### src/hdl/pic_map.vh
// Constants for the priority interrupt channel block
`ifndef PIC_MAP_VH
`define PIC_MAP_VH

`define PIC_NCH 4
`define PIC_CH_BASE 14'h001e
`define PIC_AW 14

`define PIC_SYNC_W 3

`define PIC_OFF_CTRL 8'h00
`define PIC_OFF_STATE 8'h04
`define PIC_OFF_STAT 8'h08
`define PIC_OFF_MASK 8'h0c
`define PIC_OFF_SAFE 8'h10
`define PIC_OFF_GRANT 8'h14

`define PIC_CTRL_EN_BIT 0
`define PIC_CTRL_RST 1'b0
`define PIC_MASK_RST 3'h0
`define PIC_SAFE_RST 4'h1

`define PIC_ST_GRANT 0
`define PIC_ST_RETURN 1
`define PIC_ST_REJECT 2
`define PIC_ST_W 3

`define PIC_EOM_DISABLE 14'h0e02
`define PIC_EOM_ENABLE 14'h0e04

`define PIC_HTRANS_NONSEQ 2'h2
`define PIC_HRESP_OKAY 1'b0

`endif

### src/hdl/pic_channels.v
// Fixed-priority vectored interrupt channels with AHB-Lite register slave
//
// Behaviour
// Each channel keeps request-received and in-service flags: inactive/wait/active.
// In-service never set without request-received; both always clear together.
// Waiting holds under higher service, long operation, or system disabled.
// A short request pulse is latched and held until serviced. The synchronizer drops a pulse that stands less than two clocks.
// On re-enable, all waiting channels are serviced in priority order.
// Higher request preempts an active channel; preempted stays active, nesting.
// After nested service, intermediate waiting ones are serviced before preempted resumes.
// Requests on an active channel are ignored until it is cleared.
// START forces every channel inactive.
// Energize-output disables system; power-safety channels stay enabled.
// Grant at instruction boundary; core executes word at channel-number address.
// Forced fetch leaves program counter unchanged, like execute-indirect.
// Return branch clears highest-priority active channel; software ends so.
// Lower channel number means higher priority.
// Channels 30 and 31 present; 32, 33 with second buffer.
// Software puts mark-place-and-branch at each channel location.
// Grant lowest waiting channel only if below every active one, enabled.
`timescale 1ns/1ps
`include "pic_map.vh"

module pic_channels (
  clk,
  rst_n,
  start,
  chan_req,
  instr_boundary,
  long_op_busy,
  unconditional_branch_op,
  energize_output_op,
  eom_addr,
  force_valid,
  force_addr,
  pc_hold,
  hsel,
  haddr,
  htrans,
  hwrite,
  hsize,
  hwdata,
  hready,
  hreadyout,
  hresp,
  hrdata,
  irq
);
  input wire clk;
  input wire rst_n;
  input wire start;
  input wire [`PIC_NCH-1:0] chan_req;
  input wire instr_boundary;
  input wire long_op_busy;
  input wire unconditional_branch_op;
  input wire energize_output_op;
  input wire [`PIC_AW-1:0] eom_addr;
  output reg force_valid;
  output reg [`PIC_AW-1:0] force_addr;
  output wire pc_hold;
  input wire hsel;
  input wire [31:0] haddr;
  input wire [1:0] htrans;
  input wire hwrite;
  input wire [2:0] hsize;
  input wire [31:0] hwdata;
  input wire hready;
  output wire hreadyout;
  output wire hresp;
  output reg [31:0] hrdata;
  output wire irq;

  // channels 30 to 33
  localparam N = `PIC_NCH;
  localparam BUS_IDLE = 1'b0;
  localparam BUS_WDATA = 1'b1;

  // Request pins come from other domains
  reg [N-1:0] s1_reg;
  reg [N-1:0] s2_reg;
  reg [N-1:0] s3_reg;
  reg [N-1:0] lvl_reg;
  reg [N-1:0] request_received_flag;
  reg [N-1:0] in_service_flag;
  reg sys_en_reg;
  reg [`PIC_ST_W-1:0] stat_reg;
  reg [`PIC_ST_W-1:0] mask_reg;
  reg [N-1:0] safe_reg;
  reg [`PIC_AW-1:0] last_grant_reg;

  reg bus_state_reg;
  reg bus_state_next;
  reg [7:0] wr_off_reg;
  wire wr_pend;

  reg [N-1:0] rr_next;
  reg [N-1:0] is_next;
  reg sys_en_next;
  reg [`PIC_ST_W-1:0] mask_next;
  reg [N-1:0] safe_next;
  reg [`PIC_ST_W-1:0] stat_next;
  reg [`PIC_ST_W-1:0] stat_evt;
  reg [N-1:0] reject_evt;
  reg [`PIC_AW-1:0] last_grant_next;
  reg [31:0] hrdata_next;
  wire [N-1:0] sync_agree;
  wire [N-1:0] ch_enabled;
  wire core_ready;

  wire [N-1:0] lvl_next;
  wire [N-1:0] req_edge;
  reg [N-1:0] grant_oh;
  reg [N-1:0] ret_oh;
  reg [`PIC_AW-1:0] grant_num;
  reg blocked;
  wire any_grant;
  wire rd_stat;
  wire rd_take;
  wire addr_take;
  integer i;

  // Index of a channel to its vector location
  function [`PIC_AW-1:0] chan_loc;
    input integer idx;
    begin
      chan_loc = `PIC_CH_BASE + idx[`PIC_AW-1:0];
    end
  endfunction

  // Lowest set bit as one-hot, the highest-priority channel of a set
  function [`PIC_NCH-1:0] first_set;
    input [`PIC_NCH-1:0] vec;
    integer k;
    begin
      first_set = {`PIC_NCH{1'b0}};
      for (k = `PIC_NCH - 1; k >= 0; k = k - 1) begin
        if (vec[k]) begin
          first_set = {`PIC_NCH{1'b0}};
          first_set[k] = 1'b1;
        end
      end
    end
  endfunction

  // Write in its data phase to one register offset
  function wr_hit;
    input pend;
    input [7:0] off;
    input [7:0] target;
    begin
      wr_hit = pend && (off == target);
    end
  endfunction

  // Third and second stage must agree before a level counts
  // A glitch seen by one stage only never reaches the level
  assign sync_agree = s2_reg ~^ s3_reg;
  assign lvl_next = (sync_agree & s3_reg) | (~sync_agree & lvl_reg);
  assign req_edge = lvl_next & ~lvl_reg;

  always @(posedge clk or negedge rst_n) begin
    if (!rst_n) begin
      s1_reg <= {N{1'b0}};
      s2_reg <= {N{1'b0}};
      s3_reg <= {N{1'b0}};
      lvl_reg <= {N{1'b0}};
    end else begin
      s1_reg <= chan_req;
      s2_reg <= s1_reg;
      s3_reg <= s2_reg;
      lvl_reg <= lvl_next;
    end
  end

  // Core may take a vector only between instructions and not mid-shift
  assign core_ready = instr_boundary && !long_op_busy;
  assign ch_enabled = {N{sys_en_reg}} | safe_reg;

  // Scan from highest priority downward; an active channel blocks all below
  always @* begin
    grant_oh = {N{1'b0}};
    grant_num = {`PIC_AW{1'b0}};
    blocked = 1'b0;
    for (i = 0; i < N; i = i + 1) begin
      // fixed priority
      if (!blocked && request_received_flag[i]) begin
        blocked = 1'b1;
        // grant only below actives
        // hold while busy or disabled
        // safety bypasses disable
        if (!in_service_flag[i] && core_ready && ch_enabled[i]) begin
          grant_oh[i] = 1'b1;
          grant_num = chan_loc(i);
        end
      end
    end
  end

  assign any_grant = |grant_oh;

  // clear highest active
  always @* begin
    ret_oh = first_set(in_service_flag);
    if (!unconditional_branch_op) begin
      ret_oh = {N{1'b0}};
    end
  end

  // Next flag values; start overrides every other event
  always @* begin
    rr_next = request_received_flag;
    is_next = in_service_flag;
    if (start) begin
      // start clears all
      rr_next = {N{1'b0}};
      is_next = {N{1'b0}};
    end else begin
      // clear both together
      // new edges ignored when active
      // edge latched until serviced
      rr_next = (request_received_flag & ~ret_oh) |
        (req_edge & ~in_service_flag);
      // nested activation
      // older actives kept set
      is_next = (in_service_flag & ~ret_oh) | grant_oh;
    end
    // Guard: in-service alone is never a legal pair
    is_next = is_next & rr_next;
  end

  always @(posedge clk or negedge rst_n) begin
    if (!rst_n) begin
      request_received_flag <= {N{1'b0}};
      in_service_flag <= {N{1'b0}};
    end else begin
      request_received_flag <= rr_next;
      in_service_flag <= is_next;
    end
  end

  // forced vector to core
  // program counter held
  always @* begin
    force_valid = any_grant && !start;
    force_addr = grant_num;
  end
  assign pc_hold = force_valid;

  // AHB-Lite slave, zero wait states
  assign hreadyout = 1'b1;
  assign hresp = `PIC_HRESP_OKAY;
  assign addr_take = hsel && hready && htrans[1];
  assign rd_take = addr_take && !hwrite;
  assign rd_stat = rd_take && (haddr[7:0] == `PIC_OFF_STAT);

  // Data phase tracker: a write lands one cycle after its address
  always @* begin
    case (bus_state_reg)
      BUS_IDLE: begin
        bus_state_next = (addr_take && hwrite) ? BUS_WDATA : BUS_IDLE;
      end
      BUS_WDATA: begin
        bus_state_next = (addr_take && hwrite) ? BUS_WDATA : BUS_IDLE;
      end
      default: begin
        bus_state_next = BUS_IDLE;
      end
    endcase
  end

  assign wr_pend = (bus_state_reg == BUS_WDATA);

  // Read word chosen in the address phase, shown in the data phase
  always @* begin
    hrdata_next = hrdata;
    if (rd_take) begin
      case (haddr[7:0])
        `PIC_OFF_CTRL: hrdata_next = {31'h0000_0000, sys_en_reg};
        `PIC_OFF_STATE: hrdata_next = {{(32-2*N){1'b0}},
                                       in_service_flag,
                                       request_received_flag};
        `PIC_OFF_STAT: hrdata_next = {{(32-`PIC_ST_W){1'b0}}, stat_reg};
        `PIC_OFF_MASK: hrdata_next = {{(32-`PIC_ST_W){1'b0}}, mask_reg};
        `PIC_OFF_SAFE: hrdata_next = {{(32-N){1'b0}}, safe_reg};
        `PIC_OFF_GRANT: begin
          hrdata_next = {{(32-`PIC_AW){1'b0}}, last_grant_reg};
        end
        default: hrdata_next = 32'h0000_0000;
      endcase
    end
  end

  always @(posedge clk or negedge rst_n) begin
    if (!rst_n) begin
      bus_state_reg <= BUS_IDLE;
      wr_off_reg <= 8'h00;
      hrdata <= 32'h0000_0000;
    end else begin
      bus_state_reg <= bus_state_next;
      wr_off_reg <= haddr[7:0];
      hrdata <= hrdata_next;
    end
  end

  // Energize-output codes and software both steer the enable
  // The core's codes come last so they win over a same-cycle bus write
  always @* begin
    sys_en_next = sys_en_reg;
    mask_next = mask_reg;
    safe_next = safe_reg;
    if (wr_hit(wr_pend, wr_off_reg, `PIC_OFF_CTRL)) begin
      sys_en_next = hwdata[`PIC_CTRL_EN_BIT];
    end
    // energize-output disable
    if (energize_output_op && eom_addr == `PIC_EOM_DISABLE) begin
      sys_en_next = 1'b0;
    end
    // re-enable releases waiting
    if (energize_output_op && eom_addr == `PIC_EOM_ENABLE) begin
      sys_en_next = 1'b1;
    end
    if (wr_hit(wr_pend, wr_off_reg, `PIC_OFF_MASK)) begin
      mask_next = hwdata[`PIC_ST_W-1:0];
    end
    if (wr_hit(wr_pend, wr_off_reg, `PIC_OFF_SAFE)) begin
      safe_next = hwdata[N-1:0];
    end
  end

  always @(posedge clk or negedge rst_n) begin
    if (!rst_n) begin
      sys_en_reg <= `PIC_CTRL_RST;
      mask_reg <= `PIC_MASK_RST;
      safe_reg <= `PIC_SAFE_RST;
    end else begin
      sys_en_reg <= sys_en_next;
      mask_reg <= mask_next;
      safe_reg <= safe_next;
    end
  end

  // Sticky events; a set in the clearing cycle survives the read
  always @* begin
    reject_evt = req_edge & in_service_flag;
    stat_evt = {|reject_evt, |ret_oh, force_valid};
    stat_next = (rd_stat ? {`PIC_ST_W{1'b0}} : stat_reg) | stat_evt;
    last_grant_next = last_grant_reg;
    if (force_valid) begin
      last_grant_next = grant_num;
    end
  end

  always @(posedge clk or negedge rst_n) begin
    if (!rst_n) begin
      stat_reg <= {`PIC_ST_W{1'b0}};
      last_grant_reg <= {`PIC_AW{1'b0}};
    end else begin
      stat_reg <= stat_next;
      last_grant_reg <= last_grant_next;
    end
  end

  assign irq = |(stat_reg & mask_reg);

endmodule // pic_channels

### config.mk
export PLATFORM = sky130hd
export DESIGN_NAME = pic_channels
export DESIGN_NICKNAME = d
export VERILOG_FILES = /design/src/hdl/pic_channels.v
export VERILOG_INCLUDE_DIRS = /design/src /design/src/hdl
export SDC_FILE = /design/constraint.sdc
export NUM_CORES = 1
export LEC_CHECK = 0
export ABC_AREA = 1
export ABC_CLOCK_PERIOD_IN_PS = 1300
export BUFFER_PORTS_ARGS = -buffer_cell sky130_fd_sc_hd__clkbuf_2
export CAP_MARGIN = 0
export CORE_UTILIZATION = 42
export CTS_BUF_LIST = sky130_fd_sc_hd__clkbuf_8
export DETAILED_ROUTE_END_ITERATION = 10
export HOLD_SLACK_MARGIN = 0.12
export MAX_ROUTING_LAYER = met4
export PLACE_DENSITY = 0.78
export SLEW_MARGIN = 20
export SYNTH_ARGS = -nofsm -noshare
export SYNTH_HDL_FRONTEND = slang
export SYNTH_SLANG_ARGS = --single-unit
### constraint.sdc
create_clock -name clk -period 1.3 [get_ports clk]
set_clock_uncertainty 0.1 [all_clocks]
set_input_delay 0.195 -clock clk [delete_from_list [all_inputs] [get_ports clk]]
set_output_delay 0.195 -clock clk [all_outputs]
set_load 0.01 [all_outputs]
Word level (Yosys, flattened, before mapping):

Cells that the tools add are included.

* bits in registers: 90
* input port bits: 97
* output and inout bits: 51
* logic and storage cells: 114

* eq/ne operators: 9
* muxes and demuxes: 32
* bitwise operators: 19
* reduce and logical (&&, ||, !) cells: 40

Operators by type and width (count)
* 14-bit two-way mux: 6
* 14-bit one-hot mux with 6 select lines: 1
* 4-bit AND: 8
* 14-bit by 12-bit equality test with 1-bit output (second input constant): 2
* 4-bit two-way mux: 7
* 8-bit by 4-bit equality test with 1-bit output (second input constant): 3
* 8-bit by 5-bit equality test with 1-bit output (second input constant): 3
* 1-bit logical AND: 23
* 8-bit zero test: 2
* 4-bit inverter: 4
* 4-bit OR: 4
* 1-bit two-way mux: 15
* 4-bit OR reduction: 3
* 1-bit zero test: 10
* 5-bit two-way mux: 2
* 8-bit by 3-bit equality test with 1-bit output (second input constant): 1
* 4-bit bitwise XNOR: 1
* 3-bit AND: 1
* 3-bit two-way mux: 1
* 3-bit OR: 1
* 3-bit nonzero test: 1
* 3-bit OR reduction: 1

Logic depth before layout (Yosys ltp):

Gate-level depths: netlist of run 1.

* depth in word-level cells: 13
* gate-level depth with buffers: 9
* mapped depth without buffers: 9

Least setup slack after synthesis of run 1:

No wires, ideal clock.

* path kind: flip-flop to output port
* start: register safe_reg[0]
* end: output pc_hold
* arrival: 1.163 ns
* slack: -0.158 ns
* cell stages (with the launch flop): 8
* cell sequence: dfstp_2 -> inv_1 -> nand2_1 -> nand4_1 -> nand2_2 -> nand2_4 -> nand2_4 -> buf_4

* word-level cells in the longest chain between the ends: 6

RTL lines
* start, declared: RTL line pic_channels.v:88 `reg [N-1:0] safe_reg;`
* start signal, assigned: RTL line pic_channels.v:334 `` safe_reg <= `PIC_SAFE_RST; ``
* start signal, assigned: RTL line pic_channels.v:338 `safe_reg <= safe_next;`
* 4-bit OR: RTL line pic_channels.v:177 `assign ch_enabled = {N{sys_en_reg}} | safe_reg;`
* 1-bit logical AND: RTL line pic_channels.v:191 `if (!in_service_flag[i] && core_ready && ch_enabled[i]) begin`
* 1-bit two-way mux: RTL line pic_channels.v:191
* 1-bit two-way mux: RTL line pic_channels.v:186 `if (!blocked && request_received_flag[i]) begin`
* 4-bit OR reduction: RTL line pic_channels.v:199 `assign any_grant = |grant_oh;`
* 1-bit logical AND: RTL line pic_channels.v:244 `force_valid = any_grant && !start;`
* end, declared: RTL line pic_channels.v:60 `output wire pc_hold;`

No other way between the ends.

Final worst setup path of run 1:

Ends and elaborated chain as after synthesis.

==> results of run 1 <==
[timing repair]
item,CTS,global route
gates resized for setup,19,51
hold buffers,23,0
endpoints found under the hold margin,66,0
setup endpoints to repair,23,30
setup buffers,9,5
pin swaps,10,15
[cell usage after synthesis, types with 4 or more instances]
| cell | count |
|---|---|
| nand2_2 | 11 |
| inv_1 | 41 |
| nand2_1 | 66 |
| o21ai_0 | 12 |
| or2_1 | 4 |
| buf_4 | 38 |
| nor2_1 | 20 |
| nand3_1 | 28 |
| dfrtp_1 | 54 |
| o21ai_1 | 9 |
| nor3_1 | 6 |
| nand4_1 | 5 |
| inv_2 | 8 |
[worst max-delay path by stage]
stage | start | end | slack (ps) | depth (start not counted)
floorplan | safe_reg[0] | pc_hold | -140 | 7
global placement | safe_reg[0] | pc_hold | -130 | 7
detailed placement | request_received_flag[0] | pc_hold | -160 | 8
CTS | request_received_flag[0] | pc_hold | -500 | 8
global route | request_received_flag[0] | pc_hold | -570 | 8
finish | safe_reg[0] | pc_hold | -490 | 7
[worst register-to-register path, cell delays in order (launching register included)]
cell and delay [ps]:
dfrtp_2 450, inv_2 70, nand2_2 60, nor2_4 120
nand3_2 110, nand2_2 100, nand2_2 70, buf_4 140
buf_6 120, nand3_2 60, nand2_2 50
[stage by stage]
stage / power, uW / setup TNS, ps / worst slack [ps] / utilization
floorplan: 2210 / -205 / -142 / -
global placement: 2340 / -1320 / -130 / 0.515
detailed placement: 2360 / -1880 / -159 / 0.515
CTS: 3400 / -4610 / -504 / 0.584
global route: 3580 / -7100 / -569 / 0.613
finish: 3440 / -5240 / -490 / 0.613
[cell usage in the layout, fill, tap and decap left out, types with 2 or more instances in the layout]
cell and count:
nor2_2 4, nand2_1 54, o31ai_1 2, nand4_1 5, nand2_2 21, a21oi_1 2, nand2_4 5, clkbuf_2 49
nor3_2 4, dfrtp_1 53, clkbuf_8 5, inv_1 36, nor2_4 3, or2_1 3, o21ai_2 4, conb_1 34
maj3_1 2, nor2_1 19, o21ai_1 12, buf_4 42, o21ai_0 5, nor3_4 2, dlygate4sd3_1 23, nand3_1 24
inv_2 12, inv_6 2, buf_6 13, nand3_2 6, nor3_1 3
[cell families after synthesis]
family / after synthesis / synth area share
flip-flops: 55 / 0.489
adder cells (fa/ha/maj): 2 / 0.00711
buffers and inverters: 88 / 0.168
AND/OR/NAND/NOR: 156 / 0.274
other: 2 / 0.00267
AO/OA/AOI/OAI: 30 / 0.0591
[power breakdown]
part	switching, uW	leakage [uW]	internal [uW]	total [uW]
Sequential	72.4	0.000656	1810	1890
Combinational	314	0.00142	274	588
Clock	584	0.0000485	387	971
[layout make-up]
cell class	count	area, um2
fillers	558	2490
flip-flops and latches	55	1380
multi-input cells	222	1220
clock buffers	5	68.8
clock inverters	3	22.5
repair buffers	128	957
inverters	50	195
well taps	77	96.3
[layer usage]
layer / up-vias / wire length (um)
li1: 1233 / -
met1: 1191 / 2740
met2: 91 / 3360
met3: 19 / 317
met4: 0 / 229
met5: - / 0
==> impl_results.md, run 1 <==
* Starting Density at 0.439
* Average cell area after synthesis at 8.46 um2
* Wire per inst at ~12 um
* Antenna cells at 0
* Reg2Reg Launch Point: request_received_flag[0]
* Unrepaired setup endpoints after global routing: true
* Yosys cell types at 30
* Ys async rst share at 1.00
* Worst ir drop on vdd at 422 uV
* Worst R2R End: last_grant_reg[0]
* Num CTS Buffers at 5
* Fin Hold WS at 129 ps
* RD Place Congestion at between 0.8 and 0.9
* CTS max path bufs at 2
* Failing checks: design-rule violations, negative setup slack
* R2R depth at 10
* Drt drc at 22
* Largest net degree at the start of global routing at 23
* PnR worst setup slack at -490 ps
* Crit end category: output port
* Fin cells at 540
* Worst-Skew Late Latency at approximately 320 ps
* Via count at about 2.5k
* Highest net fanout along the worst path at 3
* Final setup vio count at 25
* Gr usage total at 0.194
* Io pins at 148
* Vias/cell at about 4.7
* Area Overhead vs Synth at 39.7%
* Global Route met1 Usage at 0.226
* Cell row count at 29
* Setup CP Type: reg2out
* ANT nets after route at 0
* EDFF count, synth at 0
* CTS root buffer: clkbuf_8
* Hold Path Stages at 5
* Max Fclk at about 0.56 GHz
* Pwr per Cell Area at a little under 900 nW/um2
* Max incr delay on CP at around 570 ps
* Final #Nets at 559
* Top Usage Layer GRT: met2
* Yosys reg bits at 55
* Min-Delay Path Class: in2reg
* Post-synth top area share at 0.480
* Max stage delay cell, worst path: dfstp_2
* Crit share post-route at 1.38
* Total gr overflow at 0
* Minimum clock period at 1790 ps
* Initial DRC count at around 160
* Design area at roughly 4000 um2
* Status: finished, violations left
* Initial antenna violation count at 0
* Worst-path clk slew at 90 ps
* WHS Endpoint: sys_en_reg
* Worst EP arrival at 1500 ps
* Max-cap violation count at 0
* Cells after DPL at just under 500
* Min-delay src: eom_addr[11]
* Synth warn at 0
* Post-DP Area at 3310 um2
* CP cell instances: inv_2 > nand2_2 > nand4_1 > nand2_2 > nand2_4 > nand2_4 > buf_6
* H-tree depth at 2
* Hold Violations, Final at 0
* Synth top area cells: dfrtp_1, buf_4, nand2_1
* Die height at between 80 and 90 um
* Worst path top cell family by delay: flip-flops
* Drt pass-1 iters at 7
* Routed WL at roughly 6600 um
* Core ar. at around 6400 um2
* Vias in the first global route at 2,421
* CTS tree: done
* Synth Cell Area at ~2800 um2
* CP startpoint kind: flip-flop
* Worst path required time at 1000 ps
* Final slew viol count at 0
* Buf/Inv on CP at 2
* Die Wd at about 84 um
* Area leader, netlist: dfrtp_1
* Die Footprint at between 7000 and 8000 um2
* Port bufs at between 50 and 60
* Most used DFF post-synth: dfrtp_1
* Mapped Cells at 333
* Sink Count at 55
* GR Util met2 at 0.329
* Seq/Total Area, Yosys at 0.489
* Leak at 0.00212 uW
* DPL Wire Length at ~4700 um
* Global routing usage on met3 at 0.0277
* First-pass GRT wire length at between 10,000 and 15,000 um
* Layout cell share with drive strength beyond 1 at 0.395
* Reg2Reg Setup Slack at -250 ps
No activity file was read; power rests on OpenSTA's default activity.
==> run 2: changes to the inputs <==
Settings changed: BUFFER_PORTS_ARGS -buffer_cell sky130_fd_sc_hd__clkbuf_2 to -buffer_cell sky130_fd_sc_hd__buf_2.
==> impl_results.md, run 2 (synthesis results as in run 1) <==
* Final Core Density at 0.602 (-0.0113)
* Io pins at 148 (unchanged)
* Hold Path Stages at 5 (unchanged)
* Post-DP Area at 3260 um2 (-1.4%)
* First-pass GRT wire length at 10,600 um (+1.2%)
* Final setup vio count at 21 (-16%)
* Leak at 0.00206 uW (-2.8%)
* Final slew viol count at 0 (unchanged)
* Min-delay src: energize_output_op
* Gr usage total at 0.195 (+0.00106)
* Buf/Inv on CP at 2 (unchanged)
* ANT nets after route at 0 (unchanged)
* Worst-path clk slew at 100 ps (about the same)
* Most common cell after layout, fill and taps aside: nand2_1
* Worst R2R End: last_grant_reg[4]
* Crit share post-route at 1.35 (-0.0252)
* Total gr overflow at 0 (unchanged)
* Unrepaired setup endpoints after global routing: true
* Reg2Reg Setup Slack at -190 ps (+60 ps)
* Cell row count at 29 (unchanged)
* Failing checks: design-rule violations, negative setup slack
* Status: finished, violations left
* Commonest cells after routing, fill and taps aside: nand2_1, dfrtp_1, buf_2, inv_1, conb_1
* CTS max path bufs at 2 (unchanged)
* Layout cell share with drive strength beyond 1 at 0.368 (-0.0268)
* Drt drc at 22 (unchanged)
* Max-cap violation count at 0 (unchanged)
* CP startpoint kind: flip-flop
* WHS Endpoint: sys_en_reg
* Worst path top cell family by delay: simple AND/OR/NAND/NOR gates
* Worst EP arrival at 1460 ps (-40 ps)
* Die height at 83.9 um (unchanged)
* Sink Count at 55 (unchanged)
* Crit end category: output port
* Drt pass-1 iters at 8 (+1)
* Largest net degree at the start of global routing at 56 (+140%)
* Vias/cell at 4.68 (-0.29%)
* Max incr delay on CP at 440 ps (-130 ps)
* Fillers at 566 (+1.4%)
* Max stage delay cell, worst path: dfrtp_1
* Reg2Reg Launch Point: safe_reg[0]
* Final #Nets at 552 (-1.3%)
* Initial DRC count at 165 (+2.5%)
* CP cell instances: inv_2 > nand2_2 > nor2_4 > nand3_2 > nand2_4 > nand2_4 > nand2_4 > buf_6
* Die Wd at 83.9 um (unchanged)
* Worst path required time at 1000 ps (about the same)
* Wire per inst at 12.2 um (-0.93%)
* Area Overhead vs Synth at 37.1%
* Hold Violations, Final at 0 (unchanged)
* Routed WL at 6500 um (-2.2%)
* Multi-input gate area at 1200 um2 (-1.4%)
* Highest net fanout along the worst path at 4 (+1)
* PnR worst setup slack at -457 ps (+32.7 ps)
* Core ar. at 6420 um2 (unchanged)
* Top cell by count, worst path: nand2_4
* Design Power at 3430 uW (-0.51%)
* Initial antenna violation count at 0 (unchanged)
* Antenna cells at 0 (unchanged)
* Die Footprint at 7040 um2 (unchanged)
* Vias in the first global route at 2,403 (-0.74%)
* Starting Density at 0.439 (unchanged)
* DPL Wire Length at 4440 um (-4.7%)
* Num CTS Buffers at 5 (unchanged)
* Max Fclk at 0.569 GHz (+1.9%)
* Design area at 3860 um2 (-1.8%)
* Worst-Skew Late Latency at 310 ps (about the same)
* Via count at 2,494 (-1.6%)
* Reg area at 1380 um2 (unchanged)
* Min-Delay Path Class: in2reg
* R2R depth at 10 (unchanged)
* H-tree depth at 2 (unchanged)
* CTS root buffer: clkbuf_8
* Minimum clock period at 1760 ps (-32.7 ps)
* CTS tree: done
* Port bufs at 57 (unchanged)
* Pwr per Cell Area at 887 nW/um2 (+1.4%)
* Worst ir drop on vdd at 589 uV (+39%)
* Setup CP Type: reg2out
* RD Place Congestion at 0.889 (+3.2%)
-- run 2: changes by cell type in the layout (fill, tap and decap cells not counted), moves of 2 or more --
cell | previous run | this run
buf_2 | 0 | 49
buf_4 | 42 | 33
clkbuf_2 | 49 | 0
dlygate4sd3_1 | 23 | 25
nand2_1 | 54 | 56
nand2_2 | 21 | 18
o21ai_0 | 5 | 7
o21ai_1 | 12 | 10
-- run 2: repair_timing --
action                                 CTS  global route
endpoints found under the hold margin   77             0
gates resized for setup                 17            34
gates cloned                             0             0
pin swaps                               12            12
setup endpoints to repair               19            30
hold buffers                            25             0
setup buffers                            8             2
-- run 2: how the worst max path moves through the flow --
stage / startpoint / end / slack (ps) / depth (start not counted)
floorplan: safe_reg[0] / pc_hold / -140 / 7
global placement: safe_reg[0] / pc_hold / -130 / 7
detailed placement: request_received_flag[2] / last_grant_reg[4] / -140 / 7
CTS: request_received_flag[0] / force_valid / -490 / 8
global route: request_received_flag[0] / force_valid / -540 / 8
finish: request_received_flag[0] / pc_hold / -460 / 8
-- run 2: per-layer routing --
metal	vias to the layer above	part of all wire	GRT usage
li1	1222	-	-
met1	1158	0.43	0.239
met2	99	0.50	0.338
met3	15	0.045	0.0188
met4	0	0.026	0.0658
met5	-	0	-
-- run 2: final cells by class --
class | instances | share of cell area
tap | 77 | 0.0249
clock buffer | 5 | 0.0178
clock inverter | 3 | 0.00583
sequential | 55 | 0.357
multi-input combinational | 222 | 0.311
timing repair buffer | 121 | 0.235
inverter | 50 | 0.0486
-- run 2: stage by stage --
| step | TNS (ps) | setup slack [ps] | std cells | hold WS, ps |
|---|---|---|---|---|
| 2_1_floorplan | -205 | -142 | 365 | -201 |
| 3_3_place_gp | -1250 | -127 | 490 | 112 |
| 3_5_place_dp | -1480 | -139 | 490 | 116 |
| 4_1_cts | -4130 | -486 | 531 | 130 |
| 5_1_grt | -6170 | -542 | 533 | 137 |
| 6_report | -4240 | -457 | 533 | 134 |
-- run 2: worst min-delay path, cell delays in order --
cell	delay, ps
buf_2	90
inv_1	60
nor4_1	50
nand4_1	60
nand2_1	50
-- run 2: report_power, final --
group	internal (uW)	leakage, uW	switching [uW]
logic	269	0.00136	306
clock network	391	0.0000489	574
registers	1810	0.000656	75.4
==> run 3: changes to the inputs <==
Settings changed: ABC_CLOCK_PERIOD_IN_PS 1300 to 1960, CORE_UTILIZATION 42 to 47, HOLD_SLACK_MARGIN 0.12 to default, PLACE_DENSITY 0.78 to 0.83.
Clock period 1.3 ns to 1.96 ns, I/O delays scaled along.
==> impl_results.md, run 3 (synthesis results as in run 1) <==
* Status: finished, final reports clean
* Largest net degree at the start of global routing at 24 (-57%)
* Max Fclk at 0.536 GHz
* Final slew viol count at 0 (unchanged)
* Via count at 2,264 (-9.2%)
* Drt drc at 0 (-100%)
* Area Overhead vs Synth at 15.0%
* Worst path required time at 1570 ps (+570 ps)
* Sum Neg Setup Slack at 0 ps (+4240 ps)
* Cell row count at 27 (-6.9%)
* Die Footprint at 6310 um2 (-10%)
* CTS tree: done
* DPL Wire Length at 4290 um (-3.5%)
* Max-cap violation count at 0 (unchanged)
* Io pins at 148 (unchanged)
* Setup Slack @ Placement at 341 ps (+479 ps)
* Hold Violations, Final at 0 (unchanged)
* Leak at 0.00180 uW (-13%)
* Crit share post-route at 0.952
* Worst EP arrival at 1470 ps (about the same)
* CTS root buffer: clkbuf_8
* Pwr per Cell Area at 645 nW/um2 (-27%)
* Wire per inst at 11.5 um (-5.5%)
* Most common cell after layout, fill and taps aside: nand2_1
* CP startpoint kind: flip-flop
* ANT nets after route at 0 (unchanged)
* Fillers at 504 (-11%)
* Minimum clock period at 1870 ps
* Die Wd at 79.4 um (-5.3%)
* Setup CP Type: reg2out
* Layout cell share with drive strength beyond 1 at 0.265 (-0.104)
* Commonest cells after routing, fill and taps aside: nand2_1, buf_2, dfrtp_1, inv_1, conb_1
* RD Place Congestion at 0.865 (-2.7%)
* Sink Count at 55 (unchanged)
* Core ar. at 5640 um2 (-12%)
* CTS max path bufs at 2 (unchanged)
* Final setup vio count at 0 (-100%)
* PnR worst setup slack at 94.4 ps (+552 ps)
* Worst-Skew Late Latency at 300 ps (about the same)
* Port bufs at 57 (unchanged)
* H-tree depth at 2 (unchanged)
* Gr usage total at 0.192 (-0.00284)
* Starting Density at 0.499 (+0.0607)
* Max incr delay on CP at 440 ps (about the same)
* Total gr overflow at 0 (unchanged)
* Vias/cell at 4.76 (+1.6%)
* Num CTS Buffers at 5 (unchanged)
* Vias in the first global route at 2,010 (-16%)
* Die height at 79.4 um (-5.3%)
* Crit end category: output port
* Worst-path clk slew at 80 ps (-20 ps)
* Initial DRC count at 132 (-20%)
* Final #Nets at 502 (-9.1%)
* Max stage delay cell, worst path: dfrtp_2
* Worst ir drop on vdd at 350 uV (-40%)
* CP cell instances: inv_2 > nand2_2 > nor2_4 > nand3_2 > nand2_2 > nand2_4 > nand2_4 > buf_2
* Initial antenna violation count at 0 (unchanged)
* Min-Delay Path Class: in2reg
* Drt pass-1 iters at 4 (-4)
* Antenna cells at 0 (unchanged)
* Routed WL at 5490 um (-16%)
* Highest net fanout along the worst path at 5 (+1)
* First-pass GRT wire length at 9050 um (-15%)
run 3: path summary, 6_finish.rpt:
| check | start | to | slack (ps) | cells after the start |
|---|---|---|---|---|
| setup reg to reg | safe_reg[3] | last_grant_reg[0] | 540 | 8 |
| max in group asynchronous | rst_n | safe_reg[0] | 790 | 3 |
| hold reg to reg | s1_reg[3] | s2_reg[3] | 250 | 0 |
| setup / recovery | request_received_flag[0] | force_valid | 90 | 8 |
| min in group asynchronous | rst_n | hrdata[2] | 340 | 2 |
| hold / removal | haddr[0] | wr_hit.off[0] | 10 | 1 |
run 3: per-stage QoR:
| stage | hold slack, ps | area (um2) | util | power (uW) | instances |
|---|---|---|---|---|---|
| 2_1_floorplan | -102 | 2940 | - | 1470 | 365 |
| 3_3_place_gp | 135 | 3060 | 0.542 | 1520 | 458 |
| 3_5_place_dp | 136 | 3060 | 0.542 | 1530 | 458 |
| 4_1_cts | 0.299 | 3180 | 0.563 | 2100 | 469 |
| 5_1_grt | 1.50 | 3240 | 0.574 | 2200 | 476 |
| 6_report | 10.6 | 3240 | 0.574 | 2090 | 476 |
run 3: routing by layer:
layer,GRT usage,vias to the layer above,wire length [um]
met5,-,-,0
met4,0.0709,0,99
met3,0.0343,8,387
met2,0.297,82,2550
met1,0.253,1055,2450
li1,-,1119,-
run 3: worst max-delay path: cells and delay by family (launching register included):
family / cells / cell delay [ps]
and+or+nand+nor: 6 / 540
DFF: 1 / 440
buffers and inverters: 2 / 190
run 3: cell type report:
type	count	area, um2	share of cell area
Clock inverter	1	3.75	0.00116
Multi-Input combinational cell	222	1090	0.337
Timing Repair Buffer	71	418	0.129
Tap cell	72	90.1	0.0278
Clock buffer	5	68.8	0.0212
Sequential cell	55	1380	0.426
Inverter	50	188	0.0579
run 3: what timing repair did:
| action | CTS | global route |
|---|---|---|
| endpoints found under the setup margin | 2 | 2 |
| gates resized for setup | 0 | 3 |
| hold buffers | 5 | 1 |
| hold endpoints to repair | 19 | 1 |
| pin swaps | 1 | 5 |
| setup buffers | 0 | 6 |
run 3: report_power, final:
part           switching [uW]  internal (uW)  total, uW  leakage [uW]
Combinational             173            106        279       0.00110
Clock                     328            234        561     0.0000413
Sequential               46.3           1200       1250      0.000655
